File: src/design/mdpp_defines.svh
// constants for the mode dependent port pin logic
`ifndef MDPP_DEFINES_SVH
`define MDPP_DEFINES_SVH

// register select codes on the cpu side
`define MDPP_SEL_A 4'h0
`define MDPP_SEL_B 4'h1
`define MDPP_SEL_C 4'h2
`define MDPP_SEL_D 4'h3
`define MDPP_SEL_E 4'h4
`define MDPP_SEL_F 4'h5
`define MDPP_SEL_G 4'h6
`define MDPP_SEL_DIR_A 4'h8
`define MDPP_SEL_DIR_C 4'hA
`define MDPP_SEL_DIR_D 4'hB
`define MDPP_SEL_DIR_G 4'hC

// mode pin codes {mode_select_high, mode_select_low}
`define MDPP_PINS_BOOT 2'h0
`define MDPP_PINS_TEST 2'h1
`define MDPP_PINS_SINGLE 2'h2
`define MDPP_PINS_EXPANDED 2'h3

// reset values
`define MDPP_LATCH_RST 8'h00
`define MDPP_DIR_RST 8'h00
`define MDPP_RDATA_RST 8'h00

`endif

File: src/design/mdpp_pkg.sv
// types for the mode dependent port pin logic
package mdpp_pkg;
    typedef enum logic [1:0] {
        MDPP_SINGLE,
        MDPP_EXPANDED,
        MDPP_BOOT,
        MDPP_TEST
    } mdpp_mode_t;
endpackage

File: src/design/mdpp_latch.sv
// one port data or direction latch written by the cpu
`timescale 1ns/1ns
`default_nettype none
module mdpp_latch #(
    parameter int W = 8,
    parameter logic [W-1:0] RST = '0
) (
    // clock and reset
    input wire logic clk_in,
    input wire logic rstn_in,
    // write side
    input wire logic wr_in,
    input wire logic [W-1:0] data_in,
    // held value
    output logic [W-1:0] q_out
);
    always_ff @(posedge clk_in or negedge rstn_in) begin
        if (!rstn_in) begin
            q_out <= RST;
        end else if (wr_in) begin
            q_out <= data_in;
        end
    end
endmodule
`default_nettype wire

File: src/design/mdpp_pin_drive.sv
// driver and readback logic for one group of port pins
`timescale 1ns/1ns
`default_nettype none
module mdpp_pin_drive #(
    parameter int W = 8
) (
    // software state
    input wire logic [W-1:0] latch_in,
    input wire logic [W-1:0] dir_in,
    // alternate function ownership
    input wire logic [W-1:0] alt_en_in,
    input wire logic [W-1:0] alt_val_in,
    // pin and option
    input wire logic [W-1:0] pin_in,
    input wire logic od_in,
    // results
    output logic [W-1:0] level_out,
    output logic [W-1:0] oe_out,
    output logic [W-1:0] read_out
);
    logic [W-1:0] drive_val;
    logic [W-1:0] drive_en;
    logic [W-1:0] od_mask;

    assign od_mask = {W{od_in}};
    // alternate function wins over the latch
    assign drive_val = (alt_en_in & alt_val_in) | (~alt_en_in & latch_in);
    assign drive_en = alt_en_in | dir_in;
    // open drain: only a zero is driven, a one floats
    assign level_out = drive_val & ~od_mask;
    assign oe_out = drive_en & ~(od_mask & drive_val);
    // outputs read back the driver input, inputs the pin
    assign read_out = (drive_en & drive_val) | (~drive_en & pin_in);
endmodule
`default_nettype wire

File: src/design/mdpp_port_pins.sv
// mode dependent multiplexing of the seven parallel ports
`timescale 1ns/1ns
`default_nettype none
`include "mdpp_defines.svh"

// Notes on behaviour
// - mode pins are sampled at reset and pick one of four modes.
// - after mode choice the instruction strobe is open drain, pull low only.
// - strobe pulls low the cycle after an opcode fetch, released otherwise.
// - expanded and test modes drive direction pin high read, low write.
// - direction pin stays low across back to back writes.
// - port reads give pin level for inputs, driver input for outputs.
// - timer port writes reach pins only for outputs not owned by compare.
// - timer port resets to inputs; direction decides when timer is off.
// - timer port doubles as capture, compare, pulse input; bit 3 selectable.
// - upper address port latches writes, drives in single chip or boot.
// - lower address port behaves likewise, lower address in expanded.
// - data bus port drives latch only as output in single chip or boot.
// - data bus port is input out of reset in single chip or boot, bus in expanded or test.
// - data bus port open drain option only in single chip or boot.
// - serial port open drain bit works in every mode.
// - serial port pins carry serial functions; latch drives only as output.
// - select port bits 7:4 carry the four chip selects when enabled.
// - select port open drain bit works in every mode.
module mdpp_port_pins
    import mdpp_pkg::*;
(
    // clock and reset
    input wire logic clk_in,
    input wire logic rstn_in,
    // mode pins
    input wire logic mode_select_low_in,
    input wire logic mode_select_high_in,
    // cpu register access, one cycle per completed access
    input wire logic bus_valid_in,
    input wire logic bus_write_in,
    input wire logic [3:0] bus_sel_in,
    input wire logic [7:0] bus_wdata_in,
    output logic [7:0] bus_rdata_out,
    // cpu cycle state
    input wire logic opcode_fetch_in,
    input wire logic ext_cycle_in,
    input wire logic ext_write_in,
    input wire logic e_high_in,
    input wire logic [15:0] ext_addr_in,
    input wire logic [7:0] ext_wdata_in,
    output logic [7:0] ext_rdata_out,
    // option bits
    input wire logic data_port_open_drain_in,
    input wire logic serial_port_open_drain_in,
    input wire logic select_port_open_drain_in,
    // timer functions
    input wire logic [7:0] timer_oc_enable_in,
    input wire logic [7:0] timer_oc_value_in,
    input wire logic capture_channel_four_in,
    output logic [7:0] timer_capture_out,
    // serial functions
    input wire logic [5:0] serial_func_en_in,
    input wire logic [5:0] serial_func_oe_in,
    input wire logic [5:0] serial_func_val_in,
    output logic [5:0] serial_pin_out,
    // chip selects
    input wire logic chip_select_enable_in,
    input wire logic io_select_two_in,
    input wire logic io_select_one_in,
    input wire logic general_select_in,
    input wire logic program_select_in,
    // pins
    input wire logic [7:0] pa_pin_in,
    input wire logic [7:0] pc_pin_in,
    input wire logic [5:0] pd_pin_in,
    input wire logic [7:0] analog_input_port_in,
    input wire logic [7:0] pg_pin_in,
    output logic [7:0] pa_out,
    output logic [7:0] pa_oe_out,
    output logic [7:0] pb_out,
    output logic [7:0] pc_out,
    output logic [7:0] pc_oe_out,
    output logic [5:0] pd_out,
    output logic [5:0] pd_oe_out,
    output logic [7:0] pf_out,
    output logic [7:0] pg_out,
    output logic [7:0] pg_oe_out,
    output logic instruction_start_strobe_out,
    output logic instruction_start_strobe_oe_out,
    output logic rw_out,
    // chosen mode
    output mdpp_mode_t mode_out,
    output logic mode_valid_out
);
    ////////////////////////////////////////////////////////////////////////
    // mode capture
    mdpp_mode_t mode_next;
    logic expanded;
    logic wr;

    always_comb begin
        case ({mode_select_high_in, mode_select_low_in})
            `MDPP_PINS_BOOT: mode_next = MDPP_BOOT;
            `MDPP_PINS_TEST: mode_next = MDPP_TEST;
            `MDPP_PINS_SINGLE: mode_next = MDPP_SINGLE;
            `MDPP_PINS_EXPANDED: mode_next = MDPP_EXPANDED;
            default: mode_next = MDPP_SINGLE;
        endcase
    end

    // async reset cannot load a pin, so the straps are taken at release
    always_ff @(posedge clk_in or negedge rstn_in) begin
        if (!rstn_in) begin
            mode_out <= MDPP_SINGLE;
            mode_valid_out <= 1'b0;
        end else if (!mode_valid_out) begin
            mode_out <= mode_next;
            mode_valid_out <= 1'b1;
        end
    end

    assign expanded = (mode_out == MDPP_EXPANDED) || (mode_out == MDPP_TEST);
    assign wr = bus_valid_in && bus_write_in;

    ////////////////////////////////////////////////////////////////////////
    // data and direction latches
    logic [7:0] a_latch, b_latch, c_latch, f_latch, g_latch;
    logic [7:0] a_dir, c_dir, g_dir;
    logic [5:0] d_latch, d_dir;

    mdpp_latch #(.W(8), .RST(`MDPP_LATCH_RST)) u_lat_a (.clk_in(clk_in),
        .rstn_in(rstn_in), .wr_in(wr && bus_sel_in == `MDPP_SEL_A),
        .data_in(bus_wdata_in), .q_out(a_latch));
    mdpp_latch #(.W(8), .RST(`MDPP_LATCH_RST)) u_lat_b (.clk_in(clk_in),
        .rstn_in(rstn_in), .wr_in(wr && bus_sel_in == `MDPP_SEL_B),
        .data_in(bus_wdata_in), .q_out(b_latch));
    mdpp_latch #(.W(8), .RST(`MDPP_LATCH_RST)) u_lat_c (.clk_in(clk_in),
        .rstn_in(rstn_in), .wr_in(wr && bus_sel_in == `MDPP_SEL_C),
        .data_in(bus_wdata_in), .q_out(c_latch));
    mdpp_latch #(.W(6), .RST(6'(`MDPP_LATCH_RST))) u_lat_d (.clk_in(clk_in),
        .rstn_in(rstn_in), .wr_in(wr && bus_sel_in == `MDPP_SEL_D),
        .data_in(bus_wdata_in[5:0]), .q_out(d_latch));
    mdpp_latch #(.W(8), .RST(`MDPP_LATCH_RST)) u_lat_f (.clk_in(clk_in),
        .rstn_in(rstn_in), .wr_in(wr && bus_sel_in == `MDPP_SEL_F),
        .data_in(bus_wdata_in), .q_out(f_latch));
    mdpp_latch #(.W(8), .RST(`MDPP_LATCH_RST)) u_lat_g (.clk_in(clk_in),
        .rstn_in(rstn_in), .wr_in(wr && bus_sel_in == `MDPP_SEL_G),
        .data_in(bus_wdata_in), .q_out(g_latch));
    mdpp_latch #(.W(8), .RST(`MDPP_DIR_RST)) u_dir_a (.clk_in(clk_in),
        .rstn_in(rstn_in), .wr_in(wr && bus_sel_in == `MDPP_SEL_DIR_A),
        .data_in(bus_wdata_in), .q_out(a_dir));
    mdpp_latch #(.W(8), .RST(`MDPP_DIR_RST)) u_dir_c (.clk_in(clk_in),
        .rstn_in(rstn_in), .wr_in(wr && bus_sel_in == `MDPP_SEL_DIR_C),
        .data_in(bus_wdata_in), .q_out(c_dir));
    mdpp_latch #(.W(6), .RST(6'(`MDPP_DIR_RST))) u_dir_d (.clk_in(clk_in),
        .rstn_in(rstn_in), .wr_in(wr && bus_sel_in == `MDPP_SEL_DIR_D),
        .data_in(bus_wdata_in[5:0]), .q_out(d_dir));
    mdpp_latch #(.W(8), .RST(`MDPP_DIR_RST)) u_dir_g (.clk_in(clk_in),
        .rstn_in(rstn_in), .wr_in(wr && bus_sel_in == `MDPP_SEL_DIR_G),
        .data_in(bus_wdata_in), .q_out(g_dir));
    ////////////////////////////////////////////////////////////////////////
    // per port drivers
    logic [7:0] a_oc_en, a_lvl, a_oe, a_rd;
    logic [7:0] b_lvl, b_rd, c_lvl, c_oe, c_rd, f_lvl, f_rd;
    logic [7:0] g_alt_en, g_lvl, g_oe, g_rd;
    logic [5:0] d_lvl, d_oe, d_rd;
    logic c_bus_drive;

    // bit 3 as fourth capture gives up the fifth compare
    assign a_oc_en = timer_oc_enable_in
        & ~{4'h0, capture_channel_four_in, 3'h0};
    mdpp_pin_drive #(.W(8)) u_drv_a (
        .latch_in(a_latch), .dir_in(a_dir), .alt_en_in(a_oc_en),
        .alt_val_in(timer_oc_value_in), .pin_in(pa_pin_in), .od_in(1'b0),
        .level_out(a_lvl), .oe_out(a_oe), .read_out(a_rd));
    mdpp_pin_drive #(.W(8)) u_drv_b (
        .latch_in(b_latch), .dir_in(8'hFF), .alt_en_in({8{expanded}}),
        .alt_val_in(ext_addr_in[15:8]), .pin_in(8'h00), .od_in(1'b0),
        .level_out(b_lvl), .oe_out(), .read_out(b_rd));
    mdpp_pin_drive #(.W(8)) u_drv_f (
        .latch_in(f_latch), .dir_in(8'hFF), .alt_en_in({8{expanded}}),
        .alt_val_in(ext_addr_in[7:0]), .pin_in(8'h00), .od_in(1'b0),
        .level_out(f_lvl), .oe_out(), .read_out(f_rd));

    // data bus drives only during external writes
    assign c_bus_drive = expanded && ext_cycle_in && ext_write_in;
    mdpp_pin_drive #(.W(8)) u_drv_c (
        .latch_in(c_latch), .dir_in(c_dir & {8{!expanded}}),
        .alt_en_in({8{c_bus_drive}}), .alt_val_in(ext_wdata_in),
        .pin_in(pc_pin_in), .od_in(data_port_open_drain_in && !expanded),
        .level_out(c_lvl), .oe_out(c_oe), .read_out(c_rd));
    mdpp_pin_drive #(.W(6)) u_drv_d (
        .latch_in(d_latch), .dir_in(d_dir & ~serial_func_en_in),
        .alt_en_in(serial_func_en_in & serial_func_oe_in),
        .alt_val_in(serial_func_val_in), .pin_in(pd_pin_in),
        .od_in(serial_port_open_drain_in),
        .level_out(d_lvl), .oe_out(d_oe), .read_out(d_rd));

    assign g_alt_en = {{4{chip_select_enable_in}}, 4'h0};
    mdpp_pin_drive #(.W(8)) u_drv_g (
        .latch_in(g_latch), .dir_in(g_dir), .alt_en_in(g_alt_en),
        .alt_val_in({program_select_in, general_select_in,
                     io_select_one_in, io_select_two_in, 4'h0}),
        .pin_in(pg_pin_in), .od_in(select_port_open_drain_in),
        .level_out(g_lvl), .oe_out(g_oe), .read_out(g_rd));
    ////////////////////////////////////////////////////////////////////////
    // registered pin outputs
    always_ff @(posedge clk_in or negedge rstn_in) begin
        if (!rstn_in) begin
            {pa_out, pa_oe_out, pb_out, pc_out, pc_oe_out} <= 40'h0000000000;
            {pd_out, pd_oe_out} <= 12'h000;
            {pf_out, pg_out, pg_oe_out} <= 24'h000000;
        end else begin
            {pa_out, pa_oe_out, pb_out, pc_out} <= {a_lvl, a_oe, b_lvl, c_lvl};
            {pc_oe_out, pd_out, pd_oe_out} <= {c_oe, d_lvl, d_oe};
            {pf_out, pg_out, pg_oe_out} <= {f_lvl, g_lvl, g_oe};
        end
    end
    // function inputs seen through the pins
    always_ff @(posedge clk_in or negedge rstn_in) begin
        if (!rstn_in) begin
            {timer_capture_out, serial_pin_out} <= 14'h0000;
        end else begin
            timer_capture_out <= pa_pin_in;
            serial_pin_out <= pd_pin_in;
        end
    end

    ////////////////////////////////////////////////////////////////////////
    // strobe and direction pin
    always_ff @(posedge clk_in or negedge rstn_in) begin
        if (!rstn_in) begin
            instruction_start_strobe_out <= 1'b0;
            instruction_start_strobe_oe_out <= 1'b0;
        end else begin
            instruction_start_strobe_out <= 1'b0;
            instruction_start_strobe_oe_out <=
                mode_valid_out && opcode_fetch_in;
        end
    end

    // idle high; consecutive writes simply keep it low
    always_ff @(posedge clk_in or negedge rstn_in) begin
        if (!rstn_in) begin
            rw_out <= 1'b1;
        end else begin
            rw_out <= !(expanded && ext_cycle_in && ext_write_in);
        end
    end

    // read data is taken only in the e high half
    always_ff @(posedge clk_in or negedge rstn_in) begin
        if (!rstn_in) begin
            ext_rdata_out <= `MDPP_RDATA_RST;
        end else if (expanded && ext_cycle_in && !ext_write_in
                     && e_high_in) begin
            ext_rdata_out <= pc_pin_in;
        end
    end

    ////////////////////////////////////////////////////////////////////////
    // cpu read back
    logic [7:0] rd_mux;

    always_comb begin
        case (bus_sel_in)
            `MDPP_SEL_A: rd_mux = a_rd;
            `MDPP_SEL_B: rd_mux = b_rd;
            `MDPP_SEL_C: rd_mux = c_rd;
            `MDPP_SEL_D: rd_mux = {2'h0, d_rd};
            `MDPP_SEL_E: rd_mux = analog_input_port_in;
            `MDPP_SEL_F: rd_mux = f_rd;
            `MDPP_SEL_G: rd_mux = g_rd;
            `MDPP_SEL_DIR_A: rd_mux = a_dir;
            `MDPP_SEL_DIR_C: rd_mux = c_dir;
            `MDPP_SEL_DIR_D: rd_mux = {2'h0, d_dir};
            `MDPP_SEL_DIR_G: rd_mux = g_dir;
            default: rd_mux = 8'h00;
        endcase
    end

    always_ff @(posedge clk_in or negedge rstn_in) begin
        if (!rstn_in) begin
            bus_rdata_out <= `MDPP_RDATA_RST;
        end else if (bus_valid_in && !bus_write_in) begin
            bus_rdata_out <= rd_mux;
        end
    end
endmodule
`default_nettype wire

File: config.mk
export PLATFORM = sky130hd
export DESIGN_NAME = mdpp_port_pins
export DESIGN_NICKNAME = d
export VERILOG_FILES = /design/src/design/mdpp_pkg.sv /design/src/design/mdpp_latch.sv /design/src/design/mdpp_pin_drive.sv /design/src/design/mdpp_port_pins.sv
export VERILOG_INCLUDE_DIRS = /design/src /design/src/design
export SDC_FILE = /design/constraint.sdc
export NUM_CORES = 1
export LEC_CHECK = 0
export BUFFER_PORTS_ARGS = -buffer_cell sky130_fd_sc_hd__buf_2
export CAP_MARGIN = 20
export CORE_MARGIN = 2
export CORE_UTILIZATION = 56
export CTS_CLUSTER_SIZE = 25
export DETAILED_ROUTE_END_ITERATION = 8
export PLACE_DENSITY = 0.91
export SYNTH_ARGS = -nofsm -noshare
export SYNTH_HDL_FRONTEND = slang
export SYNTH_SLANG_ARGS = --single-unit
File: constraint.sdc
create_clock -name clk_in -period 3.95 [get_ports clk_in]
set_input_delay 0.395 -clock clk_in [delete_from_list [all_inputs] [get_ports clk_in]]
set_output_delay 0.395 -clock clk_in [all_outputs]
set_load 0.02 [all_outputs]
Word-level counts from Yosys, hierarchy flattened --
Cells that the tools add are included.
Word-level totals: register bits 187, bits in latches 0, RAM bits 0, bits in read-only memories 0, input bits 127, logic and storage cells 134, memories kept 0
Cells by class: add/subtract/negate cells 0, multiply operators 0, divide/modulo/power cells 0, $lt $le $gt $ge 0, equal/unequal tests 15, shifts and indexed selects 0, mux-type cells 2, bitwise logic cells 64, reduce and logical (&&, ||, !) cells 25
Operators by type and width (number):
- 8-bit AND | 24
- 8-bit NOT | 11
- 8-bit bitwise OR | 11
- 8-bit case mux with 11 select lines | 1
- 6-bit AND | 9
- 6-bit NOT | 5
- 1-bit logical AND | 18
- 6-bit bitwise OR | 3
- 4-bit equality test, second input constant | 4
- 4-bit by 3-bit equality test with 1-bit output, second input constant | 3
- 4-bit by 2-bit equality test with 1-bit output, second input constant | 2
- 4-bit NOT with 8-bit output | 1
- 2-bit case mux with 4 select lines | 1
- 2-bit equality test, second input constant | 3
- 2-bit by 1-bit equality test with 1-bit output, second input constant | 2
- 4-bit by 1-bit equality test with 1-bit output, second input constant | 1
- 1-bit zero test | 4
- 4-bit zero test | 1
- 2-bit zero test | 1
- 1-bit logical OR | 1

Logic depth before layout (Yosys ltp) --
depth in word-level cells 10, mapped depth 8, depth with buffers taken out 6

Hierarchy --
From an unflattened synthesis, not the netlist that was laid out.
Second synthesis, totals: cell total of the unflattened synthesis 773, area, all modules 9384.0 µm²
Modules (own cells, without submodules):
- mdpp_port_pins | times used 1, cells an instance 311, area each 4134.0 µm², seq. area each 2778.9 µm²
- mdpp_latch at u_dir_a ... | times used 8, cells an instance 17, area each 331.6 µm², seq. area each 200.2 µm²
- mdpp_pin_drive at u_drv_a ... | times used 5, cells an instance 52, area each 362.8 µm², seq. area each 0.0 µm²
- mdpp_latch at u_dir_d ... | times used 2, cells an instance 13, area each 251.5 µm², seq. area each 150.1 µm²
- mdpp_pin_drive at u_drv_d | times used 1, cells an instance 40, area each 280.3 µm², seq. area each 0.0 µm²

Worst setup path after synthesis --
Ideal clock, no wire load.
kind register to register, start point register mode_out[0], end point register bus_rdata_out[4], data arrival time 1.588 ns, path slack 2.228 ns, cell stages (with the launch flop) 7, buffers on the path 2, cells stage by stage dfrtp_1 > buf_2 > buf_6 > mux2_1 > a32o_1 > a32oi_1 > a32oi_1
On the way: elaborated cells between the ends (all ways) 24
RTL lines:
- from (decl) | RTL line mdpp_port_pins.sv:88 | output mdpp_mode_t mode_out,
- from (signal assigned) | RTL line mdpp_port_pins.sv:113 | mode_out <= mode_next;
- 2-bit by 1-bit equality test with 1-bit output or 2-bit equality test (tied branches) | RTL line mdpp_port_pins.sv:118 | assign expanded = (mode_out == MDPP_EXPANDED) || (mode_out == MDPP_TEST);
- 1-bit logical OR (*) | RTL line mdpp_port_pins.sv:118
- 8-bit NOT | RTL line mdpp_pin_drive.sv:27 | assign drive_val = (alt_en_in & alt_val_in) | (~alt_en_in & latch_in);
- 8-bit AND | RTL line mdpp_pin_drive.sv:27
- 8-bit bitwise OR (*) | RTL line mdpp_pin_drive.sv:27
- net f_lvl[4] | RTL line mdpp_port_pins.sv:160 | logic [7:0] b_lvl, b_rd, c_lvl, c_oe, c_rd, f_lvl, f_rd;
- 8-bit case mux with 11 select lines (*) | RTL line mdpp_port_pins.sv:262 | case (bus_sel_in)
- to (signal assigned) | RTL line mdpp_port_pins.sv:280 | bus_rdata_out <= `MDPP_RDATA_RST;
- to (signal assigned) | RTL line mdpp_port_pins.sv:282 | bus_rdata_out <= rd_mux;
- to (decl) | RTL line mdpp_port_pins.sv:39 | output logic [7:0] bus_rdata_out,
The timed path passes the listed nets; every way through them passes the cells marked *. A chain may end at the register's enable or synchronous reset.

Worst setup path after layout --
start point input port bus_sel_in[2], end point register u_lat_g.q_out[1]
On the way: cells in the longest elaborated chain, start to end 2
Ends and longest elaborated chain:
- from (decl) | RTL line mdpp_port_pins.sv:37 | input wire logic [3:0] bus_sel_in,
- 4-bit by 3-bit equality test with 1-bit output
- 1-bit logical AND (no line)
- to (signal assigned) | RTL line mdpp_latch.sv:21 | q_out <= data_in;
- to (decl) | RTL line mdpp_latch.sv:15 | output logic [W-1:0] q_out
No other way between the ends.

==> run metrics <==
status=completed; crit path DAT=approximately 2.6 ns; Async SR Flop Fraction=between 90% and 100%; Mapped Nets=811; synth unique cells=between 60 and 70; initial antenna violation count=1; Crit path required time=between 4 and 5 ns; Crit Path Class=in -> reg; initial core utilization=between 50% and 60%; R2R depth=6; Max Transition Viols Final=0; routability cong.=between 0.9 and 1; H-tree levels=4; pin count of the biggest net entering global routing=100; crit path time final=roughly 2.3 ns; die area=roughly 16000 um2; GRT Overall Usage=between 20% and 30%; Die W=approximately 130 um; Final Hold Viols=0; Final #Nets=about 1000; CTS tree=built; Slew @ Worst Pin=between 1 and 1.5 ns; Area Overhead vs Synth=23.1%; hold_buf cts=0; Worst setup EP type=flop; post-DR vias/cell=approximately 5.9; clock insertion delay at the later pin of the skew report=0.43 ns; Post-CTS Setup Inserts=0; final worst setup slack=1.68 ns; Detailed Place HPWL=17200 um; post-CTS sizing=0; post-synthesis sequential area ratio=56.5%; Reg clk slew, reported paths=about 0.060 ns; via count=about 6500; Worst setup startpoint=bus_sel_in[2]; Worst Setup Start Kind=input pin; slew margin rel.=between 30% and 40%; GR Overflow Total=0; Fmax=~0.44 GHz; path type of the worst min-delay path=in -> async; routed wire length=23100 um; first-pass detailed-route iteration total=5; pwr/cell area=520 nW/um2; Post-Syn Area=roughly 8300 um2; RSZ-0062 raised after global routing=false; first-pass GRT wire length=approximately 36000 um; number of flops mapped to enable cells by yosys=0; worst hold slack=0.0118 ns; clk sinks=around 190; DRC errors left=0; origin of the critical flop-to-flop path=mode_out[0]; maximum fanout along the worst path=16; cell count after synthesis=684; Final Skew=approximately 0.0076 ns; period utilisation layout=~57%; setup_tns=0 ns; # setup viols final=0; FF+latch count, synth=187; average size of a mapped cell=about 12 um2; vias in the first global route=between 6000 and 7000; maximum resistive drop on vdd=about 0.28 mV; clk root buf=clkbuf_16; design area=roughly 10000 um2; share of layout cells above drive strength 1=between 40 and 50%; row count=44; Port Buffers=about 240; pre-CTS WS=between 1 and 1.5 ns; CTS buffer count=17; Antenna Cells=0; DIE HEIGHT=approximately 130 um; Ports=~240; wire per inst=20.8 um; total power draw=approximately 5.3 mW; Syn. warnings=0; CTS max path bufs=2; Iteration-0 DRC Markers=approximately 530; max cap viols=0; Main synth FF type=dfrtp_1; Leak=approximately 5.0 nW; post-route ant nets=0; dpl cell area=~9500 um2; CORE AREA=14500 um2
[metrics by stage]
stage	instances	util [%]
6_report	1108	70.4
5_1_grt	1108	70.4
4_1_cts	1108	70.4
3_5_place_dp	1076	65.9
3_3_place_gp	1076	65.9
2_1_floorplan	684	-
[per-layer routing]
layer	share of wire (%)	vias up	track usage, %	routed length [um]
li1	-	2904	-	-
met1	40	3229	38.3	9280
met2	49	337	49.3	11300
met3	7.4	56	6.89	1710
met4	3.4	0	11.8	775
met5	0	-	0	0
[where the power goes]
| group | internal [mW] | leakage [nW] | switching [mW] |
|---|---|---|---|
| Clock | 1.13 | 0.301 | 0.716 |
| Combinational | 0.429 | 2.33 | 0.598 |
| Sequential | 2.22 | 2.33 | 0.211 |
[cells by family (layout without fill, tap and decap cells)]
| group | Yosys count | in the layout | synth area share, % |
|---|---|---|---|
| flip-flops | 187 | 187 | 56.5 |
| AND/OR/NAND/NOR | 173 | 173 | 11.5 |
| AO/OA/AOI/OAI | 140 | 140 | 11.3 |
| multiplexers | 132 | 132 | 17.5 |
| buffers and inverters | 50 | 290 | 3.08 |
| other | 2 | 2 | 0.0907 |
[worst max-delay path: stages]
cell	delay [ns]
buf_2	0.27
nor2b_1	0.63
nand2_2	0.22
nor2_1	0.63
mux2_2	0.41
[synthesized netlist by cell type, types with 2 or more instances]
master	n	area, um2
a21boi_0	4	30.0
a211o_1	2	17.5
buf_6	2	22.5
a221oi_1	2	17.5
o211ai_1	4	30.0
a22oi_1	21	158
nand4b_1	2	17.5
a211oi_1	20	150
o2111ai_1	2	17.5
mux2i_1	32	320
o22ai_1	3	18.8
nand2_2	2	12.5
and2_1	4	25.0
a22o_1	2	17.5
nor2_4	4	45.0
clkbuf_1	8	30.0
buf_1	3	11.3
nand2b_1	16	100
a21oi_1	27	135
or2_2	8	50.1
nand3_1	10	50.1
buf_2	9	45.0
o21ai_0	31	155
a21o_1	2	15.0
dfrtp_1	186	4650
inv_1	16	60.1
mux2_1	18	203
nand3b_1	2	15.0
nand2_1	67	251
nor3_1	5	25.0
buf_4	11	82.6
nor2_2	2	12.5
conb_1	2	7.51
mux2_2	82	923
nor2_1	19	71.3
a32o_1	2	20.0
nor2b_1	16	100
a32oi_1	10	87.6
[worst paths after layout]
kind,slack [ns],end
max in group asynchronous,3.00,u_lat_b.q_out[3]
worst max-delay path,1.68,u_lat_g.q_out[1]
min in group clk_in,0.09,timer_capture_out[5]
worst min register to register,0.49,u_lat_f.q_out[6]
worst max register to register,1.94,bus_rdata_out[6]
worst min-delay path,0.01,pg_out[5]
[placed cells by master, fill, tap and decap left out, types with 3 or more instances in the layout]
cell,netlist,layout
a211oi_1,20,20
a21boi_0,4,4
o22ai_1,3,3
and2_1,4,4
or2_2,8,8
a21oi_1,27,27
nor2_4,4,4
inv_1,16,16
buf_4,11,4
a32oi_1,10,10
nor3_1,5,5
nand3_1,10,10
o21ai_0,31,31
nor2b_1,16,16
nand2_1,67,67
nor2_1,19,19
mux2_2,82,82
mux2_1,18,18
buf_2,9,236
o211ai_1,4,4
clkbuf_16,0,17
nand2b_1,16,16
dfrtp_1,186,186
a22oi_1,21,21
bufinv_16,0,4
clkinvlp_4,0,5
mux2i_1,32,32
clkbuf_8,0,5
[final cells by class]
cell class,instances,area (um2)
clock buffer,22,484
clock inverter,10,163
fill,1059,4290
inverter,17,63.8
multi-input combinational,447,3340
sequential,187,4680
tap,184,230
timing repair buffer,241,1220
No activity file was read; power rests on OpenSTA's default activity.
